File: src/verilog/multi_speed_regs.vh
// Register map, field positions, reset values and limits of the multi-speed selector.
// Assumes inclusion by bare name from every design file; definitions only.
`ifndef MULTI_SPEED_REGS_VH
`define MULTI_SPEED_REGS_VH

// ==========================================================================
// Register byte offsets
`define MS_CONFIG_OFS       12'h000
`define MS_TMAP0_OFS        12'h004
`define MS_TMAP1_OFS        12'h008
`define MS_TMAP2_OFS        12'h00C
`define MS_LUT_LO_OFS       12'h010
`define MS_LUT_HI_OFS       12'h014
`define MS_STATUS_OFS       12'h018
`define MS_FREQ_OFS         12'h01C
`define MS_PRESET_BASE      12'h040
`define MS_PRESET_MASK      12'hFC0

// ==========================================================================
// Configuration register fields
`define MS_CFG_OPMODE_LSB   0
`define MS_CFG_REMOTE_LSB   4
`define MS_CFG_COMP_BIT     8
`define MS_CFG_PWRITE_LSB   10
`define MS_CFG_UGROUP_LSB   16
`define MS_CONFIG_RST       32'h00000000
`define MS_OPMODE_EXT       4'h3
`define MS_OPMODE_COMBINED  4'h4

// ==========================================================================
// Terminal function codes and selector reset values
`define MS_FUNC_LOW         8'h00
`define MS_FUNC_MID         8'h01
`define MS_FUNC_HIGH        8'h02
`define MS_FUNC_EXT         8'h08
`define MS_TMAP0_RST        32'hFF020100
`define MS_TMAP_RST         32'hFFFFFFFF

// ==========================================================================
// Combination table reset value, one nibble per {ext,high,mid,low} code
`define MS_LUT_LO_RST       32'h6540312F
`define MS_LUT_HI_RST       32'hEDCBA987
`define MS_IDX_NONE         4'hF

// ==========================================================================
// Frequencies in 0.1 Hz units
`define MS_FREQ_MAX         16'h0FA0
`define MS_NOT_SELECTED     16'h270F
`define MS_HIGH_RST         16'h0258
`define MS_MID_RST          16'h012C
`define MS_LOW_RST          16'h0064

`endif

File: src/verilog/preset_bank.v
// Flip-flop storage for the fifteen speed presets, flattened for the selector.
// Assumes writes arrive already checked for range and permission.
`timescale 1ns/10ps
`include "multi_speed_regs.vh"

module preset_bank #(
    parameter N = 15
) (
    // Clock and reset
    input  wire              clk,
    input  wire              rst_n,
    // Write port
    input  wire              wr_en,
    input  wire [3:0]        wr_idx,
    input  wire [15:0]       wr_data,
    // All presets, entry i at bits [16*i+15:16*i]
    output wire [16*N-1:0]   preset_flat
);

    reg [15:0] preset_ff [0:N-1];
    integer    i;

    // Initial values: high, middle, low, then extended speeds not selected
    function [15:0] init_value;
        input integer k;
        begin
            case (k)
                0: begin
                    init_value = `MS_HIGH_RST;
                end
                1: begin
                    init_value = `MS_MID_RST;
                end
                2: begin
                    init_value = `MS_LOW_RST;
                end
                default: begin
                    init_value = `MS_NOT_SELECTED;
                end
            endcase
        end
    endfunction

    // ==========================================================================
    // Storage
    always @(posedge clk or negedge rst_n) begin
        if (!rst_n) begin
            for (i = 0; i < N; i = i + 1) begin
                preset_ff[i] <= init_value(i);
            end
        end else if (wr_en) begin
            preset_ff[wr_idx] <= wr_data;
        end
    end

    genvar g;
    generate
        for (g = 0; g < N; g = g + 1) begin : flat_g
            assign preset_flat[16*g+15:16*g] = preset_ff[g];
        end
    endgenerate

endmodule

File: src/verilog/terminal_mapper.v
// Routes physical input terminals to speed-select functions by selector codes.
// Assumes terminal levels are already synchronous to the clock.
`timescale 1ns/10ps
`include "multi_speed_regs.vh"

module terminal_mapper #(
    parameter TERMS     = 12,
    parameter EXT_TERMS = 9
) (
    // Terminal levels and their function codes, 8 bits per terminal
    input  wire [TERMS-1:0]   term_in,
    input  wire [8*TERMS-1:0] func_flat,
    // Resolved select functions
    output wire               low_sel,
    output wire               mid_sel,
    output wire               high_sel,
    output wire               ext_sel
);

    wire [TERMS-1:0] low_hit;
    wire [TERMS-1:0] mid_hit;
    wire [TERMS-1:0] high_hit;
    wire [TERMS-1:0] ext_hit;

    // True when terminal is on and carries the given code
    function is_hit;
        input       level;
        input [7:0] code;
        input [7:0] want;
        begin
            is_hit = level & (code == want);
        end
    endfunction

    // ==========================================================================
    // Per-terminal decode; several terminals on one code act as a wired OR
    genvar t;
    generate
        for (t = 0; t < TERMS; t = t + 1) begin : term_g
            assign low_hit[t]  = is_hit(term_in[t], func_flat[8*t+7:8*t], `MS_FUNC_LOW);
            assign mid_hit[t]  = is_hit(term_in[t], func_flat[8*t+7:8*t], `MS_FUNC_MID);
            assign high_hit[t] = is_hit(term_in[t], func_flat[8*t+7:8*t], `MS_FUNC_HIGH);
            // Only the lower terminals accept the extension code
            assign ext_hit[t]  = (t < EXT_TERMS) &
                                 is_hit(term_in[t], func_flat[8*t+7:8*t], `MS_FUNC_EXT);
        end
    endgenerate

    assign low_sel  = |low_hit;
    assign mid_sel  = |mid_hit;
    assign high_sel = |high_hit;
    assign ext_sel  = |ext_hit;

endmodule

File: src/verilog/multi_speed_frequency_selector.v
// Multi-speed frequency selector: APB registers, terminal routing, speed table
// and frequency source arbitration for a drive's running frequency command.
// Assumes terminal, jog and analog inputs are synchronous to sys_clk.
//
// The APB slave port and the address map were left to the implementer.
`timescale 1ns/10ps
`include "multi_speed_regs.vh"

module multi_speed_frequency_selector #(
    parameter TERMS     = 12,
    parameter EXT_TERMS = 9,
    parameter N_PRESETS = 15
) (
    // Clock and reset
    input  wire               sys_clk,
    input  wire               reset_n,
    // APB slave
    input  wire [11:0]        paddr,
    input  wire               psel,
    input  wire               penable,
    input  wire               pwrite,
    input  wire [31:0]        pwdata,
    output reg  [31:0]        prdata,
    output wire               pready,
    output wire               pslverr,
    // Contact input terminals
    input  wire [TERMS-1:0]   term_in,
    // Other frequency sources
    input  wire               jog_active,
    input  wire [15:0]        jog_freq,
    input  wire               term4_active,
    input  wire [15:0]        term4_freq,
    input  wire [15:0]        term2_freq,
    input  wire [16:0]        comp_offset,
    // Frequency command
    output wire [15:0]        freq_cmd,
    output wire [1:0]         freq_source,
    output wire               multi_speed_active,
    // Remote setting signals
    output wire               remote_accel,
    output wire               remote_decel,
    output wire               remote_clear
);

    // Register kinds returned by the address decoder
    localparam K_CONFIG = 4'h0;
    localparam K_TMAP0  = 4'h1;
    localparam K_TMAP1  = 4'h2;
    localparam K_TMAP2  = 4'h3;
    localparam K_LUT_LO = 4'h4;
    localparam K_LUT_HI = 4'h5;
    localparam K_STATUS = 4'h6;
    localparam K_FREQ   = 4'h7;
    localparam K_PRESET = 4'h8;
    localparam K_NONE   = 4'hF;

    // Frequency source codes
    localparam SRC_JOG   = 2'h0;
    localparam SRC_MULTI = 2'h1;
    localparam SRC_T4    = 2'h2;
    localparam SRC_T2    = 2'h3;

    // ==========================================================================
    // Reset release
    reg rst_meta_ff;
    reg rst_sync_ff;
    wire rst_n = rst_sync_ff;

    // Deassertion is synchronised so no flop leaves reset on a different edge
    always @(posedge sys_clk or negedge reset_n) begin
        if (!reset_n) begin
            rst_meta_ff <= 1'b0;
            rst_sync_ff <= 1'b0;
        end else begin
            rst_meta_ff <= 1'b1;
            rst_sync_ff <= rst_meta_ff;
        end
    end

    // ==========================================================================
    // Decoding helpers
    function [3:0] reg_kind;
        input [11:0] a;
        begin
            case (a)
                `MS_CONFIG_OFS: begin
                    reg_kind = K_CONFIG;
                end
                `MS_TMAP0_OFS: begin
                    reg_kind = K_TMAP0;
                end
                `MS_TMAP1_OFS: begin
                    reg_kind = K_TMAP1;
                end
                `MS_TMAP2_OFS: begin
                    reg_kind = K_TMAP2;
                end
                `MS_LUT_LO_OFS: begin
                    reg_kind = K_LUT_LO;
                end
                `MS_LUT_HI_OFS: begin
                    reg_kind = K_LUT_HI;
                end
                `MS_STATUS_OFS: begin
                    reg_kind = K_STATUS;
                end
                `MS_FREQ_OFS: begin
                    reg_kind = K_FREQ;
                end
                default: begin
                    // Fifteen preset words; the sixteenth slot is a hole
                    if (((a & `MS_PRESET_MASK) == `MS_PRESET_BASE) &&
                        (a[5:2] != 4'hF) && (a[1:0] == 2'b00)) begin
                        reg_kind = K_PRESET;
                    end else begin
                        reg_kind = K_NONE;
                    end
                end
            endcase
        end
    endfunction

    // A preset write is refused for range or permission reasons only;
    // run state and the parameter write select play no part
    function preset_reject;
        input [3:0]  idx;
        input [31:0] data;
        input [15:0] ugroup;
        begin
            if (data[31:16] != 16'h0000) begin
                preset_reject = 1'b1;
            end else if (idx < 4'h3) begin
                preset_reject = (data[15:0] > `MS_FREQ_MAX);
            end else begin
                preset_reject = (ugroup != 16'h0000) ||
                                ((data[15:0] > `MS_FREQ_MAX) &&
                                 (data[15:0] != `MS_NOT_SELECTED));
            end
        end
    endfunction

    // Slice one preset out of the flattened bank
    function [15:0] preset_at;
        input [16*N_PRESETS-1:0] flat;
        input [3:0]              idx;
        begin
            preset_at = flat[{idx, 4'h0} +: 16];
        end
    endfunction

    // ==========================================================================
    // Registers written by software
    reg  [31:0] config_ff;
    reg  [31:0] tmap0_ff;
    reg  [31:0] tmap1_ff;
    reg  [31:0] tmap2_ff;
    reg  [31:0] lut_lo_ff;
    reg  [31:0] lut_hi_ff;

    wire [3:0]  acc_kind   = reg_kind(paddr);
    wire [3:0]  acc_idx    = paddr[5:2];
    wire        access     = psel & penable;
    wire        wr_go      = access & pwrite;
    wire [3:0]  opmode     = config_ff[`MS_CFG_OPMODE_LSB +: 4];
    wire [3:0]  remote_sel = config_ff[`MS_CFG_REMOTE_LSB +: 4];
    wire        comp_on    = config_ff[`MS_CFG_COMP_BIT];
    wire [15:0] ugroup     = config_ff[`MS_CFG_UGROUP_LSB +: 16];
    wire        preset_bad = preset_reject(acc_idx, pwdata, ugroup);
    wire        preset_wr  = wr_go & (acc_kind == K_PRESET) & ~preset_bad;

    // Writes land at the access edge; zero wait states
    always @(posedge sys_clk or negedge rst_n) begin
        if (!rst_n) begin
            config_ff <= `MS_CONFIG_RST;
            tmap0_ff  <= `MS_TMAP0_RST;
            tmap1_ff  <= `MS_TMAP_RST;
            tmap2_ff  <= `MS_TMAP_RST;
            lut_lo_ff <= `MS_LUT_LO_RST;
            lut_hi_ff <= `MS_LUT_HI_RST;
        end else if (wr_go) begin
            case (acc_kind)
                K_CONFIG: begin
                    config_ff <= pwdata;
                end
                K_TMAP0: begin
                    tmap0_ff <= pwdata;
                end
                K_TMAP1: begin
                    tmap1_ff <= pwdata;
                end
                K_TMAP2: begin
                    tmap2_ff <= pwdata;
                end
                K_LUT_LO: begin
                    lut_lo_ff <= pwdata;
                end
                K_LUT_HI: begin
                    lut_hi_ff <= pwdata;
                end
                default: begin
                    config_ff <= config_ff;
                end
            endcase
        end
    end

    // ==========================================================================
    // Preset storage and terminal routing
    wire [16*N_PRESETS-1:0] preset_flat;
    wire                    low_sel;
    wire                    mid_sel;
    wire                    high_sel;
    wire                    ext_sel;

    preset_bank #(
        .N           (N_PRESETS)
    ) u_preset_bank (
        .clk         (sys_clk),
        .rst_n       (rst_n),
        .wr_en       (preset_wr),
        .wr_idx      (acc_idx),
        .wr_data     (pwdata[15:0]),
        .preset_flat (preset_flat)
    );

    terminal_mapper #(
        .TERMS       (TERMS),
        .EXT_TERMS   (EXT_TERMS)
    ) u_terminal_mapper (
        .term_in     (term_in),
        .func_flat   ({tmap2_ff, tmap1_ff, tmap0_ff}),
        .low_sel     (low_sel),
        .mid_sel     (mid_sel),
        .high_sel    (high_sel),
        .ext_sel     (ext_sel)
    );

    // ==========================================================================
    // Speed selection
    wire [3:0]  sel_code  = {ext_sel, high_sel, mid_sel, low_sel};
    wire [63:0] lut       = {lut_hi_ff, lut_lo_ff};
    wire [3:0]  lut_entry = lut[{sel_code, 2'b00} +: 4];
    reg  [3:0]  fallback_idx;
    reg  [3:0]  nxt_sel_idx;

    // Lowest-ranked basic input wins; extension alone falls to the low preset
    always @* begin
        if (low_sel) begin
            fallback_idx = 4'h2;
        end else if (mid_sel) begin
            fallback_idx = 4'h1;
        end else if (high_sel) begin
            fallback_idx = 4'h0;
        end else if (ext_sel) begin
            fallback_idx = 4'h2;
        end else begin
            fallback_idx = `MS_IDX_NONE;
        end
    end

    // Table entry wins unless its preset is marked not selected
    always @* begin
        nxt_sel_idx = `MS_IDX_NONE;
        if (lut_entry != `MS_IDX_NONE) begin
            if (preset_at(preset_flat, lut_entry) != `MS_NOT_SELECTED) begin
                nxt_sel_idx = lut_entry;
            end else begin
                nxt_sel_idx = fallback_idx;
            end
        end
    end

    // No selection reads as not selected, never past the end of the bank
    wire [15:0] sel_freq  = (nxt_sel_idx == `MS_IDX_NONE) ? `MS_NOT_SELECTED :
                            preset_at(preset_flat, nxt_sel_idx);
    wire        mode_ok   = (opmode == `MS_OPMODE_EXT) ||
                            (opmode == `MS_OPMODE_COMBINED);
    wire        remote_on = (remote_sel != 4'h0);
    wire        multi_ok  = mode_ok & ~remote_on &
                            (sel_freq != `MS_NOT_SELECTED);

    // ==========================================================================
    // Compensation and source arbitration
    wire [17:0] comp_sum = {2'b00, sel_freq} + {comp_offset[16], comp_offset};
    reg  [15:0] multi_freq;
    reg  [15:0] nxt_freq;
    reg  [1:0]  nxt_source;

    // Saturate so a negative trim cannot wrap into a huge command
    always @* begin
        if (!comp_on) begin
            multi_freq = sel_freq;
        end else if (comp_sum[17]) begin
            multi_freq = 16'h0000;
        end else if (comp_sum[16:0] > {1'b0, `MS_FREQ_MAX}) begin
            multi_freq = `MS_FREQ_MAX;
        end else begin
            multi_freq = comp_sum[15:0];
        end
    end

    always @* begin
        if (jog_active) begin
            nxt_freq   = jog_freq;
            nxt_source = SRC_JOG;
        end else if (multi_ok) begin
            nxt_freq   = multi_freq;
            nxt_source = SRC_MULTI;
        end else if (term4_active) begin
            nxt_freq   = term4_freq;
            nxt_source = SRC_T4;
        end else begin
            nxt_freq   = term2_freq;
            nxt_source = SRC_T2;
        end
    end

    // ==========================================================================
    // Registered outputs
    reg  [15:0] freq_cmd_ff;
    reg  [1:0]  source_ff;
    reg         multi_ff;
    reg  [3:0]  sel_idx_ff;
    reg  [3:0]  sel_code_ff;
    reg  [2:0]  remote_ff;

    always @(posedge sys_clk or negedge rst_n) begin
        if (!rst_n) begin
            freq_cmd_ff <= 16'h0000;
            source_ff   <= SRC_T2;
            multi_ff    <= 1'b0;
            sel_idx_ff  <= `MS_IDX_NONE;
            sel_code_ff <= 4'h0;
            remote_ff   <= 3'h0;
        end else begin
            freq_cmd_ff <= nxt_freq;
            source_ff   <= nxt_source;
            multi_ff    <= multi_ok & ~jog_active;
            sel_idx_ff  <= nxt_sel_idx;
            sel_code_ff <= sel_code;
            // Select inputs double as remote accel, decel, clear
            remote_ff   <= remote_on ? {high_sel, mid_sel, low_sel} : 3'h0;
        end
    end

    assign freq_cmd           = freq_cmd_ff;
    assign freq_source        = source_ff;
    assign multi_speed_active = multi_ff;
    assign remote_accel       = remote_ff[2];
    assign remote_decel       = remote_ff[1];
    assign remote_clear       = remote_ff[0];

    // ==========================================================================
    // APB read path: data captured in setup, shown through the access phase
    reg [31:0] nxt_prdata;

    always @* begin
        case (acc_kind)
            K_CONFIG: begin
                nxt_prdata = config_ff;
            end
            K_TMAP0: begin
                nxt_prdata = tmap0_ff;
            end
            K_TMAP1: begin
                nxt_prdata = tmap1_ff;
            end
            K_TMAP2: begin
                nxt_prdata = tmap2_ff;
            end
            K_LUT_LO: begin
                nxt_prdata = lut_lo_ff;
            end
            K_LUT_HI: begin
                nxt_prdata = lut_hi_ff;
            end
            K_STATUS: begin
                nxt_prdata = {20'h00000, sel_code_ff, 1'b0, multi_ff, source_ff, sel_idx_ff};
            end
            K_FREQ: begin
                nxt_prdata = {16'h0000, freq_cmd_ff};
            end
            K_PRESET: begin
                nxt_prdata = {16'h0000, preset_at(preset_flat, acc_idx)};
            end
            default: begin
                nxt_prdata = 32'h00000000;
            end
        endcase
    end

    always @(posedge sys_clk or negedge rst_n) begin
        if (!rst_n) begin
            prdata <= 32'h00000000;
        end else if (psel & ~penable & ~pwrite) begin
            prdata <= nxt_prdata;
        end
    end

    assign pready  = 1'b1;
    assign pslverr = access & ((acc_kind == K_NONE) |
                               (pwrite & (acc_kind == K_PRESET) & preset_bad));

endmodule

File: config.mk
export PLATFORM = sky130hd
export DESIGN_NAME = multi_speed_frequency_selector
export DESIGN_NICKNAME = d
export VERILOG_FILES = /design/src/verilog/preset_bank.v /design/src/verilog/terminal_mapper.v /design/src/verilog/multi_speed_frequency_selector.v
export VERILOG_INCLUDE_DIRS = /design/src /design/src/verilog
export SDC_FILE = /design/constraint.sdc
export NUM_CORES = 1
export LEC_CHECK = 0
export BUFFER_PORTS_ARGS = -buffer_cell sky130_fd_sc_hd__buf_2
export CAP_MARGIN = 20
export CORE_ASPECT_RATIO = 2
export CORE_MARGIN = 1
export CORE_UTILIZATION = 65
export CTS_BUF_LIST = sky130_fd_sc_hd__clkbuf_16
export DETAILED_ROUTE_END_ITERATION = 7
export GPL_TIMING_DRIVEN = 0
export PLACE_DENSITY = 0.85
export SLEW_MARGIN = 0
export SYNTH_ARGS = -nofsm -noshare
export SYNTH_HDL_FRONTEND = slang
export SYNTH_SLANG_ARGS = --single-unit
File: constraint.sdc
create_clock -name sys_clk -period 24.5 [get_ports sys_clk]
set_input_delay 7.35 -clock sys_clk [delete_from_list [all_inputs] [get_ports sys_clk]]
set_output_delay 7.35 -clock sys_clk [all_outputs]
set_load 0.01 [all_outputs]
==> results of run 1 <==
[logic make-up after synthesis]
| logic type | count (synthesis) |
|---|---|
| mux | 587 |
| xor+xnor | 9 |
| compound gates | 487 |
| fa+ha+maj | 17 |
| other cells | 1 |
| buf+inv | 222 |
| simple gates | 667 |
| flops | 496 |
[per-layer routing]
metal | overflow | global-route usage [%]
met5 | 0 | 17.7
met2 | 297 | 94.3
met4 | 217 | 73.3
met1 | 1 | 73.2
met3 | 9 | 55.2
[synth_stat cells, drive strengths merged, types with 10 or more instances]
cell type / count
and4b: 12
dfrtp: 277
a22o: 43
nor3: 31
o211ai: 23
o22ai: 10
nand4: 37
nor2b: 55
o2111ai: 19
mux2i: 96
a22oi: 28
nor4b: 15
buf: 55
or4: 11
ha: 16
clkbuf: 127
or3: 11
dfstp: 219
a222oi: 21
or4b: 19
a211o: 15
nand4b: 29
o21ai: 141
a211oi: 12
mux2: 421
a221oi: 11
and3: 14
a31oi: 12
a21oi: 65
mux4: 70
nor4: 39
nand2: 165
nor2: 95
nand3: 93
inv: 37
[per-stage QoR]
| step | utilization (%) | area, um^2 | setup slack [ps] | instances |
|---|---|---|---|---|
| 3_5_place_dp | 70.3 | 30100 | 6020 | 3220 |
| 3_3_place_gp | 69.9 | 29900 | 5650 | 3211 |
| 4_1_cts | 73.7 | 31600 | 6520 | 3300 |
| 2_1_floorplan | - | 28300 | 8350 | 2487 |
==> impl_metrics.ini, run 1 <==
[synthesis]
synth_mux_area_share_pct = 25.7
ys_ff_latch = 496
syn_avg_cell_area_um2 = 11.4
synth_top_family_by_area = multiplexers
synth_area_um2 = 28300
async_reset_ff_share_pct = 100
yosys.area_share.simple_pct = 13.1
synth-xor-area-share_pct = 0.278
synth_top_area_cell = dfrtp_1
synth_compound_area_share_pct = 12.1
ys_seq_area_share_pct = 44.8
synthTopCellsByArea = dfrtp_1 (24%), dfstp_2 (20%), mux2_2 (17%)
synthAdderAreaFrac_pct = 0.777
ys_warn_count = 0
synth_edf_count = 0
yosysTopAreaCellShare_pct = 24.5
synth.distinct_cells = 102
synthCells = 2486
synth_ff_type = dfrtp_1

[place]
hpwl_um = 100000
portBuffers = 179
globalplace.congestion = 1.22

[grt]
grt_pass1_vias = 30600
grt_util_all_layers_pct = 74.0
grt_pass1_wl_um = 241000
grt_max_degree = 80
grt_overflow = 524

[die]
io_pins = 184
die_h_um = 297
die_x_um = 150
initial_core_util_pct = 66.2
rows = 107

[clock_tree]
cts_sinks = 496
clockBufferDepth = 3
hold_buffers = 0
post-cts-setup-buffers = 0
numCtsBuffers = 43
ctsResizeCount = 0
root_buffer = clkbuf_16
cts_htree_levels = 2

[run_status]
tool.error = [ERROR GRT-0116] Global routing finished with congestion. Check the congestion regions in the DRC Viewer.
haltStage = global routing (5_1_grt)
status = did not finish
==> run 2: changes to the inputs <==
--- a/config.mk
+++ b/config.mk
@@ -8,13 +8,11 @@
 export LEC_CHECK = 0
 export BUFFER_PORTS_ARGS = -buffer_cell sky130_fd_sc_hd__buf_2
 export CAP_MARGIN = 20
-export CORE_ASPECT_RATIO = 2
 export CORE_MARGIN = 1
-export CORE_UTILIZATION = 65
-export CTS_BUF_LIST = sky130_fd_sc_hd__clkbuf_16
+export CORE_UTILIZATION = 40
 export DETAILED_ROUTE_END_ITERATION = 7
 export GPL_TIMING_DRIVEN = 0
-export PLACE_DENSITY = 0.85
+export PLACE_DENSITY_LB_ADDON = 0.15
 export SLEW_MARGIN = 0
 export SYNTH_ARGS = -nofsm -noshare
 export SYNTH_HDL_FRONTEND = slang
==> run 2 against run 1 <==
The flow now finishes without violations. Area after synthesis stayed put. Synthesized cell count unchanged.
==> impl_metrics.ini, run 2 <==
[run_status]
status = finished clean

[timing]
min_period_ps = 18300
hold_viol = 0
max_freq_mhz = 54.6
rsz0062_at_grt = no
slew_headroom_pct = 16.5
fin_worst_skew_ps = 54.8
tightest_slew_ps = 1240
min_period_over_period_pct = 74.7
setup_viol = 0
setup_ws_ps = 6200
tns_ps = 0
finalMaxSlewViolations = 0

[die]
die_area_um2 = 71900
core-area_um2 = 70000
die_h_um = 268
die_x_um = 268
initial_core_util_pct = 40.5
io_pins = 184
rows = 97

[power_and_ir_drop]
p_int_w = 0.00140
p_leak_nw = 14.1
switching_share_pct = 25.1
pwr-share-seq_pct = 44.4
p_sw_w = 0.000468
clock_power_share_pct = 49.0
p_per_area_nw_per_um2 = 56.9
pwr-share-comb_pct = 6.6
peakVddDrop_mv = 0.0530

[job]
max_cap_viol_count = 0

[synthesis]
synth_common_cells = mux2_2 (417), dfrtp_1 (277), dfstp_2 (219)
synth_ff_type = dfrtp_1
synth_top_family_by_area = multiplexers
yosys.area_share.simple_pct = 13.1
synth.distinct_cells = 102
synthAdderAreaFrac_pct = 0.777
synth_compound_area_share_pct = 12.1
yosysMostFrequentCell = mux2_2
ys_ff_latch = 496
synth_mux_area_share_pct = 25.7
synth_top_area_cell = dfrtp_1
ys_warn_count = 0
synthCells = 2486
synth-xor-area-share_pct = 0.278
syn_avg_cell_area_um2 = 11.4
yosysTopAreaCellShare_pct = 24.5
synth_area_um2 = 28300
ys_seq_area_share_pct = 44.8
synthTopCellsByArea = dfrtp_1 (24%), dfstp_2 (20%), mux2_2 (17%)
synth_edf_count = 0
async_reset_ff_share_pct = 100

[clock_tree]
numCtsBuffers = 57
cts_sinks = 496
clk_pin_slew_ps = 60
hold_buffers = 0
cts_tree = built
clk-insertion-delay-late_ps = 660
ctsResizeCount = 0
cts_htree_levels = 2
clockBufferDepth = 3
post-cts-setup-buffers = 0
root_buffer = clkbuf_16

[grt]
grt_pass1_wl_um = 186000
grt_util_all_layers_pct = 37.3
grt_overflow = 0
grt_antenna_before_repair = 7
grt_pass1_vias = 23700
grt_max_degree = 72

[place]
dpl_cell_area_um2 = 30800
portBuffers = 179
globalplace.congestion = 1.02
pre_cts_ws_ps = 6010
hpwl_um = 106000

[drt]
drc = 0
antenna_left = 0
vias = 24500
routed_via_density = 6.54
drt_pass1_iterations = 7
detail_route.wl_per_cell_um = 36.0
routed_wl_um = 135000
first_iter_violations = 3048

[critical_path]
crit_top_cell = o21ai_0
end_kind = flip-flop
cp_num_buf_inv = 5
crit_path_max_incr_delay_ps = 990
critical_path_class = in2reg
path_delay_family = compound AO/OA/AOI/OAI gates
r2r_slack_ps = 12420
cp_max_fo = 10
cp.depth = 41
worstPathArrival_ps = 18820
worstRegToRegCells = 40
worstPathRequired_ps = 25020
slowest_stage = o21ai_0
critPathLaunchType = primary input

[final_layout]
drive_gt1_share_pct = 38.7
n_fill_cell = 6505
final_cell_mix = mux2_2 (417), dfrtp_1 (276), dfstp_2 (219)
mostFrequentLayoutCell = mux2_2
area_delta_synth_final_pct = 15.9
layout.nets = 2895
fin_area_um2 = 32800
largest_reg_flops = 240

[min_path]
hp-class = reg2async
run 2: cell families after synthesis:
family                     Yosys count
and+or+nand+nor                    667
muxes                              587
DFF                                496
AOI/OAI and AO/OA                  487
buffers and inverters              222
adders and majority gates           17
xor gates and xnor gates             9
other                                1
run 2: worst paths after layout:
path,startpoint,endpoint
worst max-delay path,term_in[1],freq_cmd[11]
worst min-delay path,rst_n,config_ff[20]
worst max register to register,tmap2_ff[2],freq_cmd[11]
worst min register to register,rst_n,config_ff[20]
max in group asynchronous,reset_n,rst_n
min in group sys_clk,rst_meta_ff,rst_n
run 2: worst register-to-register path, delay by kind of cell, from the launching register on:
family	cells	cell delay, ps
compound gates	24	7210
buf+inv	4	820
fa+ha+maj	2	720
flops	1	410
mux	1	540
simple gates	9	2230
run 2: layout make-up:
class	instances	area [um^2]	area share, %
antenna	3	7.51	0.0229
buffer	182	771	2.35
clock buffer	84	1600	4.87
clock inverter	24	377	1.15
inverter	40	158	0.480
multi-input combinational	1769	14700	44.9
sequential	496	12700	38.6
tap	940	1180	3.58
timing repair buffer	204	1310	4.00
run 2: through the flow:
step | utilization [%] | power, W | std cells | hold slack [ps]
after floorplan | - | 0.000896 | 2487 | 331
after global placement | 43.4 | 0.000955 | 3606 | 338
after detailed placement | 44.0 | 0.000964 | 3627 | 217
after CTS | 46.8 | 0.00188 | 3735 | 195
after global routing | 46.9 | 0.00191 | 3739 | 214
final | 46.9 | 0.00187 | 3742 | 186
run 2: power by group through the flow:
stage	clock network [W]	registers (W)	logic, W
5_1_grt	0.000954	0.000829	0.000129
6_report	0.000914	0.000830	0.000124
3_3_place_gp	0	0.000857	0.0000977
4_1_cts	0.000925	0.000830	0.000121
2_1_floorplan	0	0.000852	0.0000437
3_5_place_dp	0	0.000843	0.000121
run 2: routing by layer:
| layer | vias to the layer above | track usage, % | part of all wire (%) |
|---|---|---|---|
| met5 | - | 0 | 0.0082 |
| met4 | 2 | 21.7 | 6.9 |
| met3 | 366 | 5.82 | 7.5 |
| met2 | 1410 | 59.2 | 46 |
| met1 | 12600 | 48.3 | 40 |
| li1 | 10100 | - | - |
Power figures use the tool's default switching activity.
